`config.mk`:
```
export PLATFORM = sky130hd
export DESIGN_NAME = scd_decoder
export DESIGN_NICKNAME = d
export VERILOG_FILES = /design/src/shared/scd_pkg.sv /design/src/design/scd_decoder.sv
export VERILOG_INCLUDE_DIRS = /design/src /design/src/shared
export SDC_FILE = /design/constraint.sdc
export NUM_CORES = 2
export LEC_CHECK = 0
export BUFFER_PORTS_ARGS = -buffer_cell sky130_fd_sc_hd__clkbuf_2
export CORE_MARGIN = 5
export CORE_UTILIZATION = 55
export CTS_CLUSTER_DIAMETER = 60
export DETAILED_ROUTE_END_ITERATION = 7
export PLACE_DENSITY = 0.77
export SKIP_LAST_GASP = 1
export SLEW_MARGIN = 10
export SYNTH_ARGS = -nofsm -noshare
export SYNTH_HDL_FRONTEND = slang
export SYNTH_SLANG_ARGS = --single-unit
```
`constraint.sdc`:
```
create_clock -name mclk -period 8.95 [get_ports mclk]
set_input_delay 0.4475 -clock mclk [delete_from_list [all_inputs] [get_ports mclk]]
set_output_delay 0.4475 -clock mclk [all_outputs]
set_load 0.01 [all_outputs]
```
`src/shared/scd_defines.svh`:
```
// offsets, field positions, reset values and timing counts of the command decoder
`ifndef SCD_DEFINES_SVH
`define SCD_DEFINES_SVH
`define SCD_CLK_HZ 200000000
`define SCD_TICK_HZ 8
`define SCD_TICK_CYCLES (`SCD_CLK_HZ / `SCD_TICK_HZ)
`define SCD_RR_HOURS 32
`define SCD_RR_TICKS (`SCD_RR_HOURS * 3600 * `SCD_TICK_HZ)
`define SCD_HUNT_BITS 64
`define SCD_WORD_BITS 36
`define SCD_CHECK_BITS 7
`define SCD_SYNC_BITS 8
`define SCD_SYNC_PATTERN 8'hE5
`define SCD_CHECK_POLY 7'h09
`define SCD_ADDR_MSB 35
`define SCD_ADDR_LSB 31
`define SCD_KIND_MSB 30
`define SCD_KIND_LSB 29
`define SCD_STORE_BIT 28
`define SCD_PAY_MSB 27
`define SCD_PAY_LSB 7
`define SCD_MEM_BITS 2064
`define SCD_MEM_WORDS 86
`define SCD_START_CODE 21'h1FFFFF
`define SCD_OWN_ADDR 5'h05
`define SCD_REG_CTRL 12'h000
`define SCD_REG_STATUS 12'h004
`define SCD_REG_CLEAR 12'h008
`define SCD_REG_MEMCOUNT 12'h00C
`define SCD_REG_MEMREAD 12'h010
`define SCD_REG_ADDR 12'h014
`endif

```
`src/shared/scd_pkg.sv`:
```
// types shared by the command decoder
package scd_pkg;
    typedef enum logic [1:0] {
        SCD_RT_OFF = 2'b00,
        SCD_RT_HUNT = 2'b01,
        SCD_RT_RECV = 2'b10
    } scd_rt_state_type;
    typedef enum logic [1:0] {
        SCD_SEQ_STOP = 2'b00,
        SCD_SEQ_WAIT_MAJOR = 2'b01,
        SCD_SEQ_FETCH = 2'b10,
        SCD_SEQ_DELAY = 2'b11
    } scd_seq_state_type;
    typedef enum logic [1:0] {
        SCD_KIND_PULSE = 2'b00,
        SCD_KIND_MAGNITUDE = 2'b01,
        SCD_KIND_DELAY = 2'b10,
        SCD_KIND_REVERSE = 2'b11
    } scd_kind_type;
endpackage : scd_pkg

```
`src/design/scd_decoder.sv`:
```
// central command decoder: uplink word processing, stored sequence processor, receiver reverse
//
// The register addresses and the APB register port are this design's own decisions.
`timescale 1ns/100ps
`include "scd_defines.svh"
module scd_decoder #(
    parameter int TICK_CYCLES = `SCD_TICK_CYCLES,
    parameter int RR_TICKS = `SCD_RR_TICKS,
    parameter int HUNT_BITS = `SCD_HUNT_BITS,
    parameter int MEM_WORDS = `SCD_MEM_WORDS
) (
    input wire logic mclk, // 200 MHz system clock
    input wire logic rst_n, // async reset, active low
    input wire logic psel, // apb select
    input wire logic penable, // apb enable
    input wire logic pwrite, // apb direction
    input wire logic [11:0] paddr, // apb byte address
    input wire logic [31:0] pwdata, // apb write data
    output logic [31:0] prdata, // apb read data
    output logic pready, // apb ready
    output logic pslverr, // apb error on unmapped address
    input wire logic link_clk, // demodulator bit clock
    input wire logic link_data, // demodulator data
    input wire logic link_lock, // demodulator in-lock
    input wire logic major_clk, // spacecraft major clock
    output logic rt_power, // real-time section on
    output logic out_valid, // word to remote decoder
    output logic [23:0] out_word, // kind and payload
    output logic [2:0] rr_pulse // receiver reverse pulses
);
    localparam int MEM_PTR_W = $clog2(MEM_WORDS + 1);
    localparam int MEM_WORD_W = `SCD_MEM_BITS / `SCD_MEM_WORDS;
    initial begin
        if (MEM_WORDS < 2 || MEM_WORDS > `SCD_MEM_WORDS || TICK_CYCLES < 2 || RR_TICKS < 2 || HUNT_BITS < 1
            || HUNT_BITS > 65536) begin
            $error("scd_decoder: unsupported parameter value");
        end
    end

    // pin synchronisers; third stage only feeds edge detection
    logic [1:0] clk_sync, dat_sync, lock_sync, maj_sync;
    logic clk_d, maj_d;
    always_ff @(posedge mclk or negedge rst_n) begin
        if (!rst_n) begin
            clk_sync <= 2'h0;
            dat_sync <= 2'h0;
            lock_sync <= 2'h0;
            maj_sync <= 2'h0;
            clk_d <= 1'b0;
            maj_d <= 1'b0;
        end else begin
            clk_sync <= {clk_sync[0], link_clk};
            dat_sync <= {dat_sync[0], link_data};
            lock_sync <= {lock_sync[0], link_lock};
            maj_sync <= {maj_sync[0], major_clk};
            clk_d <= clk_sync[1];
            maj_d <= maj_sync[1];
        end
    end
    wire lock = lock_sync[1];
    wire bit_stb = clk_sync[1] & ~clk_d;
    wire bit_val = dat_sync[1];
    wire major_edge = maj_sync[1] & ~maj_d;

    // 8 Hz tick; 125 ms is exactly one tick, so it sets the issue spacing too
    logic [31:0] tick_div;
    wire tick = (tick_div == 32'(TICK_CYCLES - 1));
    always_ff @(posedge mclk or negedge rst_n) begin
        if (!rst_n) tick_div <= 32'h0;
        else tick_div <= tick ? 32'h0 : tick_div + 32'h1;
    end

    function automatic logic [6:0] check_code(input logic [28:0] d);
        logic [6:0] r;
        logic fb;
        r = 7'h00;
        for (int i = 28; i >= 0; i--) begin
            fb = d[i] ^ r[6];
            r = {r[5:0], 1'b0} ^ (fb ? `SCD_CHECK_POLY : 7'h00);
        end
        return r;
    endfunction : check_code

    // registers read by software
    logic [4:0] own_addr;
    logic [1:0] rr_sel;
    logic reject_flag;
    logic [7:0] accept_cnt;

    // real-time word assembly
    scd_pkg::scd_rt_state_type rt_state, next_rt_state;
    logic [35:0] acc;
    logic [5:0] bit_cnt;
    logic [15:0] hunt_cnt;
    logic lock_d;
    wire [35:0] word_full = {acc[34:0], bit_val};
    wire sync_hit = ({acc[6:0], bit_val} == `SCD_SYNC_PATTERN);
    wire word_done = (rt_state == scd_pkg::SCD_RT_RECV) && bit_stb && (bit_cnt == 6'(`SCD_WORD_BITS - 1));
    wire addr_ok = (word_full[`SCD_ADDR_MSB:`SCD_ADDR_LSB] == own_addr);
    wire crc_ok = (check_code(word_full[35:7]) == word_full[6:0]);
    wire [1:0] kind = word_full[`SCD_KIND_MSB:`SCD_KIND_LSB];
    wire [20:0] payload = word_full[`SCD_PAY_MSB:`SCD_PAY_LSB];
    wire want_store = word_full[`SCD_STORE_BIT] && kind != scd_pkg::SCD_KIND_REVERSE;
    logic [MEM_PTR_W-1:0] mem_count;
    scd_pkg::scd_seq_state_type seq_state, next_seq_state;
    wire can_store = (mem_count < MEM_PTR_W'(MEM_WORDS)) && (seq_state == scd_pkg::SCD_SEQ_STOP);
    wire checked = word_done && addr_ok && crc_ok;
    wire accept = checked && (!want_store || can_store);
    wire reject = word_done && addr_ok && !accept;
    wire mem_wr = accept && want_store;
    wire rt_issue = accept && !want_store && (kind == scd_pkg::SCD_KIND_PULSE || kind == scd_pkg::SCD_KIND_MAGNITUDE)
        && payload != `SCD_START_CODE;
    wire start_cmd = accept && !want_store && kind == scd_pkg::SCD_KIND_PULSE && payload == `SCD_START_CODE;
    wire rr_cmd = accept && !want_store && kind == scd_pkg::SCD_KIND_REVERSE && payload[1:0] != 2'h3;
    // frozen count after first sync must never switch the section off again
    wire hunt_out = bit_stb && !synced && !sync_hit && hunt_cnt == 16'(HUNT_BITS - 1);

    always_comb begin
        next_rt_state = rt_state;
        case (rt_state)
            scd_pkg::SCD_RT_OFF: if (lock && !lock_d) next_rt_state = scd_pkg::SCD_RT_HUNT;
            scd_pkg::SCD_RT_HUNT: begin
                if (bit_stb && sync_hit) next_rt_state = scd_pkg::SCD_RT_RECV;
                else if (hunt_out) next_rt_state = scd_pkg::SCD_RT_OFF;
            end
            scd_pkg::SCD_RT_RECV: if (word_done) next_rt_state = scd_pkg::SCD_RT_HUNT;
            default: next_rt_state = scd_pkg::SCD_RT_OFF;
        endcase
        if (!lock) next_rt_state = scd_pkg::SCD_RT_OFF;
    end

    logic synced;
    always_ff @(posedge mclk or negedge rst_n) begin
        if (!rst_n) begin
            rt_state <= scd_pkg::SCD_RT_OFF;
            acc <= 36'h0;
            bit_cnt <= 6'h0;
            hunt_cnt <= 16'h0;
            lock_d <= 1'b0;
            synced <= 1'b0;
        end else begin
            rt_state <= next_rt_state;
            lock_d <= lock;
            if (rt_state == scd_pkg::SCD_RT_OFF) begin
                acc <= 36'h0;
                hunt_cnt <= 16'h0;
                synced <= 1'b0;
            end else if (bit_stb) begin
                acc <= (word_done && !addr_ok) || (rt_state == scd_pkg::SCD_RT_HUNT && sync_hit) ? 36'h0 : word_full;
                bit_cnt <= (rt_state == scd_pkg::SCD_RT_RECV) ? bit_cnt + 6'h1 : 6'h0;
                if (sync_hit) synced <= 1'b1;
                if (!synced) hunt_cnt <= hunt_cnt + 16'h1; // limit runs only from power-up to first sync
            end
        end
    end
    assign rt_power = (rt_state != scd_pkg::SCD_RT_OFF);

    // stored sequence memory: a rotating array stands in for the recirculating shift register
    logic [MEM_WORD_W-1:0] mem [MEM_WORDS];
    logic [MEM_PTR_W-1:0] mem_ptr;
    logic [15:0] delay_cnt;
    logic seq_pend;
    wire [MEM_WORD_W-1:0] head = mem[mem_ptr];
    wire step = seq_state == scd_pkg::SCD_SEQ_FETCH && seq_pend && !rt_issue;
    wire seq_end = step && mem_ptr == mem_count;
    wire seq_delay = step && !seq_end && head[23:22] == scd_pkg::SCD_KIND_DELAY;
    wire seq_issue = step && !seq_end && !seq_delay;

    // apb: one wait state, reply registered
    logic ack;
    wire acc_phase = psel && penable;
    wire hit_ctrl = paddr == `SCD_REG_CTRL;
    wire hit_status = paddr == `SCD_REG_STATUS;
    wire hit_clear = paddr == `SCD_REG_CLEAR;
    wire hit_count = paddr == `SCD_REG_MEMCOUNT;
    wire hit_read = paddr == `SCD_REG_MEMREAD;
    wire hit_addr = paddr == `SCD_REG_ADDR;
    wire addr_hit = hit_ctrl | hit_status | hit_clear | hit_count | hit_read | hit_addr;
    wire bus_wr = acc_phase && ack && pwrite;
    wire stopped = seq_state == scd_pkg::SCD_SEQ_STOP;
    wire readout = acc_phase && ack && !pwrite && hit_read && stopped && mem_count != '0;
    wire [31:0] rd_mux = hit_ctrl ? {30'h0, rr_sel}
        : hit_status ? {8'h0, accept_cnt, 6'h0, rt_power, reject_flag, 4'h0, seq_state, rt_state}
        : hit_count ? 32'(mem_count)
        : hit_read ? (stopped ? 32'(head) : 32'h0)
        : hit_addr ? {27'h0, own_addr} : 32'h0;

    always_ff @(posedge mclk or negedge rst_n) begin
        if (!rst_n) begin
            ack <= 1'b0;
            prdata <= 32'h0;
        end else begin
            ack <= acc_phase && !ack;
            if (acc_phase && !ack) prdata <= rd_mux;
        end
    end
    assign pready = ack;
    assign pslverr = ack && !addr_hit;

    always_ff @(posedge mclk or negedge rst_n) begin
        if (!rst_n) begin
            own_addr <= `SCD_OWN_ADDR;
            rr_sel <= 2'h0;
            reject_flag <= 1'b0;
            accept_cnt <= 8'h0;
        end else begin
            if (bus_wr && hit_addr) own_addr <= pwdata[4:0];
            if (bus_wr && hit_ctrl && pwdata[1:0] != 2'h3) rr_sel <= pwdata[1:0];
            if (rr_cmd) rr_sel <= payload[1:0];
            if (reject) reject_flag <= 1'b1; // set wins over clear
            else if (bus_wr && hit_clear && pwdata[0]) reject_flag <= 1'b0;
            if (rt_state == scd_pkg::SCD_RT_OFF) accept_cnt <= 8'h0;
            else if (accept && accept_cnt != 8'hFF) accept_cnt <= accept_cnt + 8'h1;
        end
    end

    always_ff @(posedge mclk) begin
        if (mem_wr) mem[mem_count] <= {kind, 1'b0, payload};
    end

    always_comb begin
        next_seq_state = seq_state;
        case (seq_state)
            scd_pkg::SCD_SEQ_STOP: if (start_cmd) next_seq_state = scd_pkg::SCD_SEQ_WAIT_MAJOR;
            scd_pkg::SCD_SEQ_WAIT_MAJOR: if (major_edge) next_seq_state = scd_pkg::SCD_SEQ_FETCH;
            scd_pkg::SCD_SEQ_FETCH: begin
                if (seq_end) next_seq_state = scd_pkg::SCD_SEQ_STOP;
                else if (seq_delay) next_seq_state = scd_pkg::SCD_SEQ_DELAY;
            end
            scd_pkg::SCD_SEQ_DELAY: if (tick && delay_cnt == 16'h0) next_seq_state = scd_pkg::SCD_SEQ_FETCH;
            default: next_seq_state = scd_pkg::SCD_SEQ_STOP;
        endcase
    end

    always_ff @(posedge mclk or negedge rst_n) begin
        if (!rst_n) begin
            seq_state <= scd_pkg::SCD_SEQ_STOP;
            mem_ptr <= '0;
            mem_count <= '0;
            delay_cnt <= 16'h0;
            seq_pend <= 1'b0;
        end else begin
            seq_state <= next_seq_state;
            if (mem_wr) mem_count <= mem_count + MEM_PTR_W'(1);
            if (seq_state == scd_pkg::SCD_SEQ_WAIT_MAJOR) begin
                mem_ptr <= '0; // leading word brought to the head
                seq_pend <= 1'b0;
            end else if (readout) begin
                mem_ptr <= (mem_ptr + MEM_PTR_W'(1) >= mem_count) ? '0 : mem_ptr + MEM_PTR_W'(1);
            end else if (seq_end) begin
                mem_ptr <= '0; // words remain in place for the next readout
            end else if (step) begin
                mem_ptr <= mem_ptr + MEM_PTR_W'(1);
            end
            if (seq_state == scd_pkg::SCD_SEQ_FETCH) begin
                if (step) seq_pend <= 1'b0;
                else if (tick) seq_pend <= 1'b1;
            end
            if (seq_delay) delay_cnt <= head[15:0];
            else if (seq_state == scd_pkg::SCD_SEQ_DELAY && tick && delay_cnt != 16'h0) delay_cnt <= delay_cnt - 16'h1;
        end
    end

    // output section and receiver reverse
    logic [31:0] rr_cnt;
    wire rr_expire = tick && rr_cnt == 32'(RR_TICKS - 1);
    always_ff @(posedge mclk or negedge rst_n) begin
        if (!rst_n) begin
            out_valid <= 1'b0;
            out_word <= 24'h0;
            rr_pulse <= 3'h0;
            rr_cnt <= 32'h0;
        end else begin
            out_valid <= rt_issue || seq_issue;
            if (rt_issue) out_word <= {kind, 1'b0, payload};
            else if (seq_issue) out_word <= head;
            rr_pulse <= 3'h0;
            if (rr_cmd) rr_pulse <= 3'h1 << payload[1:0];
            else if (rr_expire) rr_pulse <= 3'h1 << rr_sel;
            if (checked || rr_cmd || rr_expire) rr_cnt <= 32'h0;
            else if (tick) rr_cnt <= rr_cnt + 32'h1;
        end
    end

    a_lock_gates_power: assert property (@(posedge mclk) disable iff (!rst_n) !lock |=> !rt_power)
        else $error("real-time section on without lock");
    a_hunt_timeout: assert property (@(posedge mclk) disable iff (!rst_n)
        rt_state == scd_pkg::SCD_RT_HUNT && !synced && hunt_out |=> !rt_power)
        else $error("hunt limit did not switch section off");
    a_addr_clears: assert property (@(posedge mclk) disable iff (!rst_n)
        word_done && !addr_ok && lock |=> acc == 36'h0 && out_valid == $past(seq_issue))
        else $error("foreign word not cleared");
    a_reject_flag: assert property (@(posedge mclk) disable iff (!rst_n)
        reject |=> reject_flag ##1 (reject_flag || $past(bus_wr && hit_clear && pwdata[0])))
        else $error("reject flag not held");
    a_accept_count: assert property (@(posedge mclk) disable iff (!rst_n)
        accept && accept_cnt != 8'hFF && lock |=> accept_cnt == $past(accept_cnt) + 8'h1)
        else $error("accepted count wrong");
    a_store_grows: assert property (@(posedge mclk) disable iff (!rst_n)
        mem_wr |=> mem_count == $past(mem_count) + MEM_PTR_W'(1) && !out_valid)
        else $error("stored word not appended");
    a_start_major: assert property (@(posedge mclk) disable iff (!rst_n)
        seq_state == scd_pkg::SCD_SEQ_WAIT_MAJOR && !major_edge |=> seq_state == scd_pkg::SCD_SEQ_WAIT_MAJOR)
        else $error("sequencer left wait without major edge");
    a_delay_halts: assert property (@(posedge mclk) disable iff (!rst_n)
        seq_state == scd_pkg::SCD_SEQ_DELAY && !(tick && delay_cnt == 16'h0)
        |=> seq_state == scd_pkg::SCD_SEQ_DELAY && !seq_issue)
        else $error("stored word issued during delay");
    a_rr_restart: assert property (@(posedge mclk) disable iff (!rst_n) checked |=> rr_cnt == 32'h0)
        else $error("reverse timer not restarted");
    a_rr_onehot: assert property (@(posedge mclk) disable iff (!rst_n) $onehot0(rr_pulse))
        else $error("more than one reverse pulse");
    c_sync_found: cover property (@(posedge mclk) disable iff (!rst_n) bit_stb && sync_hit && rt_state == scd_pkg::SCD_RT_HUNT);
    c_accept: cover property (@(posedge mclk) disable iff (!rst_n) accept);
    c_stored_issue: cover property (@(posedge mclk) disable iff (!rst_n) seq_issue);
    c_rr_expire: cover property (@(posedge mclk) disable iff (!rst_n) rr_expire);
endmodule : scd_decoder

```
-- After elaboration in Yosys (flattened, before gate mapping)
Memories as Yosys holds them, arrays and structs flattened.
Cells that the tools add are included.
- add/sub/neg operators: 8
- multipliers: 0
- divide/modulo/power cells: 0
- magnitude comparators: 2
- eq/ne operators: 35
- shifts and indexed selects: 2
- mux-type cells: 83
- bitwise logic cells: 66
- reductions and logical operators: 88
- operator list (operator ; number):
    $xor 7x4->7 ; 26
    $mux 24 ; 7
    $mux 4 ; 29
    $mux 35 ; 3
    $mux 32 ; 3
    $mux 16 ; 5
    $add 32x1->32 const B ; 2
    $logic_and 1x1->1 ; 48
    $mux 7 ; 5
    $eq 32x20->1 const B ; 1
    $eq 32x25->1 const B ; 1
    $xor 1x1->1 ; 25
    $eq 12x4->1 const B ; 2
    $eq 12x5->1 const B ; 2
    $mux 2 ; 12
    $eq 21x21->1 const B ; 1
    $ne 21x21->1 const B ; 1
    $reduce_bool 2->1 ; 9
    $add 16x1->16 const B ; 1
    $eq 16x6->1 const B ; 1
    $logic_not 16->1 ; 1
    $mux 8 ; 2
    $reduce_bool 16->1 ; 1
    $sub 16x1->16 const B ; 1
    other kinds (39) ; 95
- register bits: 245
- bits in latches: 0
- RAM bits: 1978
- bits in read-only memories: 0
- input bits: 53
- output and inout port bits: 63
- memories kept: 1
- memories (name ; depth ; bits a word ; read ports ; clocked after memory_dff ; wr ports ; line ; RTL):
    mem ; 86 ; 23 ; 1 ; 0 ; 1 ; scd_decoder.sv:159 ; logic [MEM_WORD_W-1:0] mem [MEM_WORDS];

-- Logic depth before layout (Yosys ltp)
- depth after elaboration: 96
- gate-level depth with buffers: 18
- mapped depth without buffers: 11

-- Worst setup path before layout
Ideal clock, no wire load.
- path kind: reg-to-reg
- from: reg acc[25]
- to: mem mem[62][0] (netlist bit), enable pin
- data arrival time: 5.503 ns
- path slack: 3.015 ns
- cell stages (with the launch flop): 12
- period minus slack after synthesis: 5.935 ns
- path through: dfrtp_1 -> xnor3_1 -> xnor2_1 -> xnor3_2 -> xnor2_1 -> or3_4 -> a21oi_4 -> nand3_4 -> nor2_4 -> buf_6 -> nand4_4 -> nor3_1
- longest elaborated chain between the ends: 36
- RTL lines (item ; line ; RTL):
    start: declaration ; scd_decoder.sv:92 ; logic [35:0] acc;
    start signal: assignment ; scd_decoder.sv:149 ; acc <= (word_done && !addr_ok) || (rt_state == scd_pkg::SCD_RT_HUNT && sync_hit) ? 36'h0 : word_full;
    $xor 1x1->1 (*) ; scd_decoder.sv:78 ; fb = d[i] ^ r[6];
    $mux 4 (*) ; scd_decoder.sv:79 ; r = {r[5:0], 1'b0} ^ (fb ? `SCD_CHECK_POLY : 7'h00);
    $xor 7x4->7 (*) (4 in a row) ; scd_decoder.sv:79 ;
    $xor 1x1->1 / $xor 7x4->7 (equally long branches) ; scd_decoder.sv:78, scd_decoder.sv:79 ;
    $mux 4 / $xor 7x4->7 (equally long branches) ; scd_decoder.sv:79 ;
    $xor 7x4->7 (*) (4 in a row) ; scd_decoder.sv:79 ;
    $xor 1x1->1 / $xor 7x4->7 (equally long branches) ; scd_decoder.sv:78, scd_decoder.sv:79 ;
    $mux 4 / $xor 7x4->7 (equally long branches) ; scd_decoder.sv:79 ;
    (+14 left out) ; n/a ;
    $mux 4 / $xor 7x4->7 (equally long branches) ; scd_decoder.sv:79 ;
    $xor 7x4->7 (*) ; scd_decoder.sv:79 ;
    $eq 7x7->1 (*) ; scd_decoder.sv:100 ; wire crc_ok = (check_code(word_full[35:7]) == word_full[6:0]);
    $logic_and 1x1->1 (*) ; scd_decoder.sv:107 ; wire checked = word_done && addr_ok && crc_ok;
    $logic_and 1x1->1 (*) ; scd_decoder.sv:108 ; wire accept = checked && (!want_store || can_store);
    $logic_and 1x1->1 (*) ; scd_decoder.sv:110 ; wire mem_wr = accept && want_store;
    $mux 1 (*) ; scd_decoder.sv:218 ; if (mem_wr) mem[mem_count] <= {kind, 1'b0, payload};
    $mux 1 (implied by the code) (*) ; scd_decoder.sv:218 ;
    end: declaration ; scd_decoder.sv:159 ;
Every way passes the cells marked *; elsewhere a longest branch is shown, timed or not.

-- Worst setup path in the final report
- from: reg acc[18]
- to: mem mem[52][15] (netlist bit), enable pin
- longest elaborated chain between the ends: 27
- RTL lines (item ; line):
    $xor 1x1->1 (*) ; scd_decoder.sv:78
    $mux 4 (*) ; scd_decoder.sv:79
    $xor 7x4->7 (*) (4 in a row) ; scd_decoder.sv:79
    $xor 1x1->1 ; scd_decoder.sv:78
    $mux 4 ; scd_decoder.sv:79
    $xor 7x4->7 (*) (4 in a row) ; scd_decoder.sv:79
    $xor 1x1->1 ; scd_decoder.sv:78
    $mux 4 ; scd_decoder.sv:79
    (+5 left out) ; n/a
    $mux 4 ; scd_decoder.sv:79
    $xor 7x4->7 (*) ; scd_decoder.sv:79
    $eq 7x7->1 (*) ; scd_decoder.sv:100
    $logic_and 1x1->1 (*) ; scd_decoder.sv:107
    $logic_and 1x1->1 (*) ; scd_decoder.sv:108
    $logic_and 1x1->1 (*) ; scd_decoder.sv:110
    $mux 1 (*) ; scd_decoder.sv:218
    $mux 1 (implied by the code) (*) ; scd_decoder.sv:218
Marks and branches as above.

==> results.cfg <==
[status]
status = finished, final reports clean

[layout]
area_delta_synth_final_pct = 11.6
multiInputGateArea_sq_um = 21900
drive_gt1_share_pct = 27.8
num-fill-cells = 10300
finalNetCount = 4597
seq_area_sq_um = 65400
finalNonFillerCells = 6770

[clock_tree]
max-clock-path-buffers = 3
cts_resized = 0
path_clk_slew_ns = 0.06
cts.sinks = 2214
cts_root_buffer = clkbuf_16
cts_setup_buffers = 0
cts_hold_buf = 10
clkLatencyLatePin_ns = 0.87
cts_inserted_buffers = 208
htree_levels = 4
cts_tree = built

[route]
drt_wl_total_mm = 221
final_antenna_net_count = 0
vias = 45300
post_drt_wl_per_cell_um = 32.7
drtIter0Drc = 6967
viasPerCell = 6.68
drcViolationCount = 0
dr.pass1.iters = 7

[timing]
rsz0062_at_grt = false
skew_ns = 0.0565
max_freq_mhz = 171
whs_ns = 0.119
slew_violations = 0
finalHoldViolCount = 0
fin_crit_sh_pct = 65.2
maxSlewHeadroom_pct = 13.6
fin_setup_tns_ns = 0
min_period_ns = 5.83
worst_slew_pin_slew_ns = 1.29
finalSetupViolCount = 0

[placement]
portBuffers = 79
dpl.hpwl_mm = 111
place.detailed.instances = 6379
place_congestion = 0.929

[pwr]
pwr_density_cell_nw_per_um2 = 201
p_leak_uw = 0.0299
total_power_uw = 19800
ir_drop_mv = 0.198

[floorplanning]
die_area_sq_um = 168000
die_h_um = 410
die_x_um = 410
core_sq_um = 159000
ios = 116
num_rows = 146
initial_core_util_pct = 55.5

[yosys]
async_flop_share_pct = 10.7
yosys_warnings = 0
synth_top_cells_by_area = edfxtp_1, mux4_2, dfrtp_1
syn_area_per_cell_sq_um = 20.4
synth_seq_cells = 2214
synth_area_leader_cell = edfxtp_1
ys_types = 93
synth-main-ff-cell = edfxtp_1
netlist_area_sq_um = 88000
synth_top_area_share_pct = 67.5
ys_seq_area_share_pct = 74.2
yosys-top-cells-count = edfxtp_1, mux4_2, nor2_1, dfrtp_1, nand2_1
synth_edf_count = 1978
yosysMostFrequentCell = edfxtp_1
syn_inst = 4307

[job]
drv_cap = 0

[global_route]
grt_pass1_vias = 45800
antenna_found_initial = 13
grt_overflow_total = 0
grt_pass1_wl_mm = 321
grt_usage_pct = 26.4
grt_start_max_net_pins = 102

[setup_path]
worst_setup_path_start_kind = flip-flop
end_kind = flip-flop
critPathMaxFanout = 59
arrival_ns = 6.31
critPathRequiredTime_ns = 9.43
path_class = reg2reg

[worst_hold_path]
hp-class = in2reg
## stage by stage
step           instance area (sq um)  utilization [%]  setup slack (ns)
2_1_floorplan                  88100                -              3.02
3_3_place_gp                   91500             57.6              3.42
3_5_place_dp                   91500             57.6              3.17
4_1_cts                        98200             61.9              3.14
5_1_grt                        98200             61.9              2.90
6_report                       98200             61.9              3.12
## critical path, cell delays in order, from the launching register on
cell	delay [ns]
dfrtp_2	0.74
buf_4	0.68
xnor2_1	0.18
xnor2_1	0.33
xnor3_2	0.44
xnor2_1	0.16
or3_4	0.35
a21oi_4	0.29
nand3_4	0.24
nor2_4	0.42
nand3_2	0.70
nor2_2	0.37
buf_4	0.48
## final cells by class
type | instances | area share (%)
Tap cell | 2072 | 2.64
Timing Repair Buffer | 236 | 1.71
Multi-Input combinational cell | 1839 | 22.3
Sequential cell | 2214 | 66.5
Clock inverter | 121 | 1.21
Clock buffer | 258 | 5.53
Antenna cell | 1 | 0.00255
Inverter | 29 | 0.111
## worst paths after layout
path | start | end | slack (ns) | depth (start not counted)
worst min-delay path | paddr[3] | reject_flag | 0.12 | 6
worst max-delay path | acc[18] | mem[52][15] | 3.12 | 12
worst min register to register | lock_sync[0] | lock_sync[1] | 0.36 | 0
max in group asynchronous | rst_n | maj_d | 7.24 | 3
min in group asynchronous | rst_n | tick_div[18] | 0.20 | 2
worst max register to register | acc[18] | mem[52][15] | 3.12 | 12
## power breakdown
group / internal [uW] / switching (uW) / total (uW)
registers: 11100 / 4.18 / 11100
logic: 13.6 / 45.4 / 59.0
clock network: 4740 / 3850 / 8590
total: 15900 / 3900 / 19800
## per-layer routing
metal  share of wire (%)  global-route usage [%]  wire (um)  up-vias
li1                    -                       -          -    18000
met1                  35                    35.8      76800    23400
met2                  48                    42.1     107000     3243
met3                  12                    5.83      26400      603
met4                 5.0                    11.5      11000        4
met5               0.012                       0         27        -
## state kept, by name (all words and copies together), names as in the netlist, 6 cells and up
| register | cells |
|---|---|
| out_word | 23 |
| hunt_cnt | 16 |
| prdata | 24 |
| mem | 1978 |
| mem_count | 7 |
| acc | 35 |
| accept_cnt | 8 |
| delay_cnt | 16 |
| tick_div | 32 |
| bit_cnt | 6 |
| rr_cnt | 32 |
| mem_ptr | 7 |
## cell usage in the layout, fill, tap and decap left out, types with 54 or more instances in the layout
cell type | Yosys | layout
clkbuf_2 | 1 | 78
nand2_1 | 168 | 168
xnor2_1 | 64 | 64
clkbuf_16 | 0 | 209
nor2_1 | 243 | 160
edfxtp_1 | 1978 | 1978
o21ai_0 | 84 | 84
nand3_1 | 54 | 54
mux2i_1 | 80 | 80
dfrtp_1 | 234 | 204
xor2_1 | 58 | 58
buf_4 | 17 | 141
nor2_2 | 1 | 84
mux4_2 | 601 | 601
a21oi_1 | 55 | 54
## cell families (layout without fill, tap and decap cells)
family	Yosys count	after routing	synth area share [%]
flops	2214	2214	74.2
mux	714	714	16.7
simple gates	667	667	3.65
compound gates	292	292	2.25
buf+inv	262	644	1.31
xor+xnor	141	141	1.69
fa+ha+maj	16	16	0.227
other cells	1	10	0.00426
Note: power is estimated with default switching activity, not from simulation.
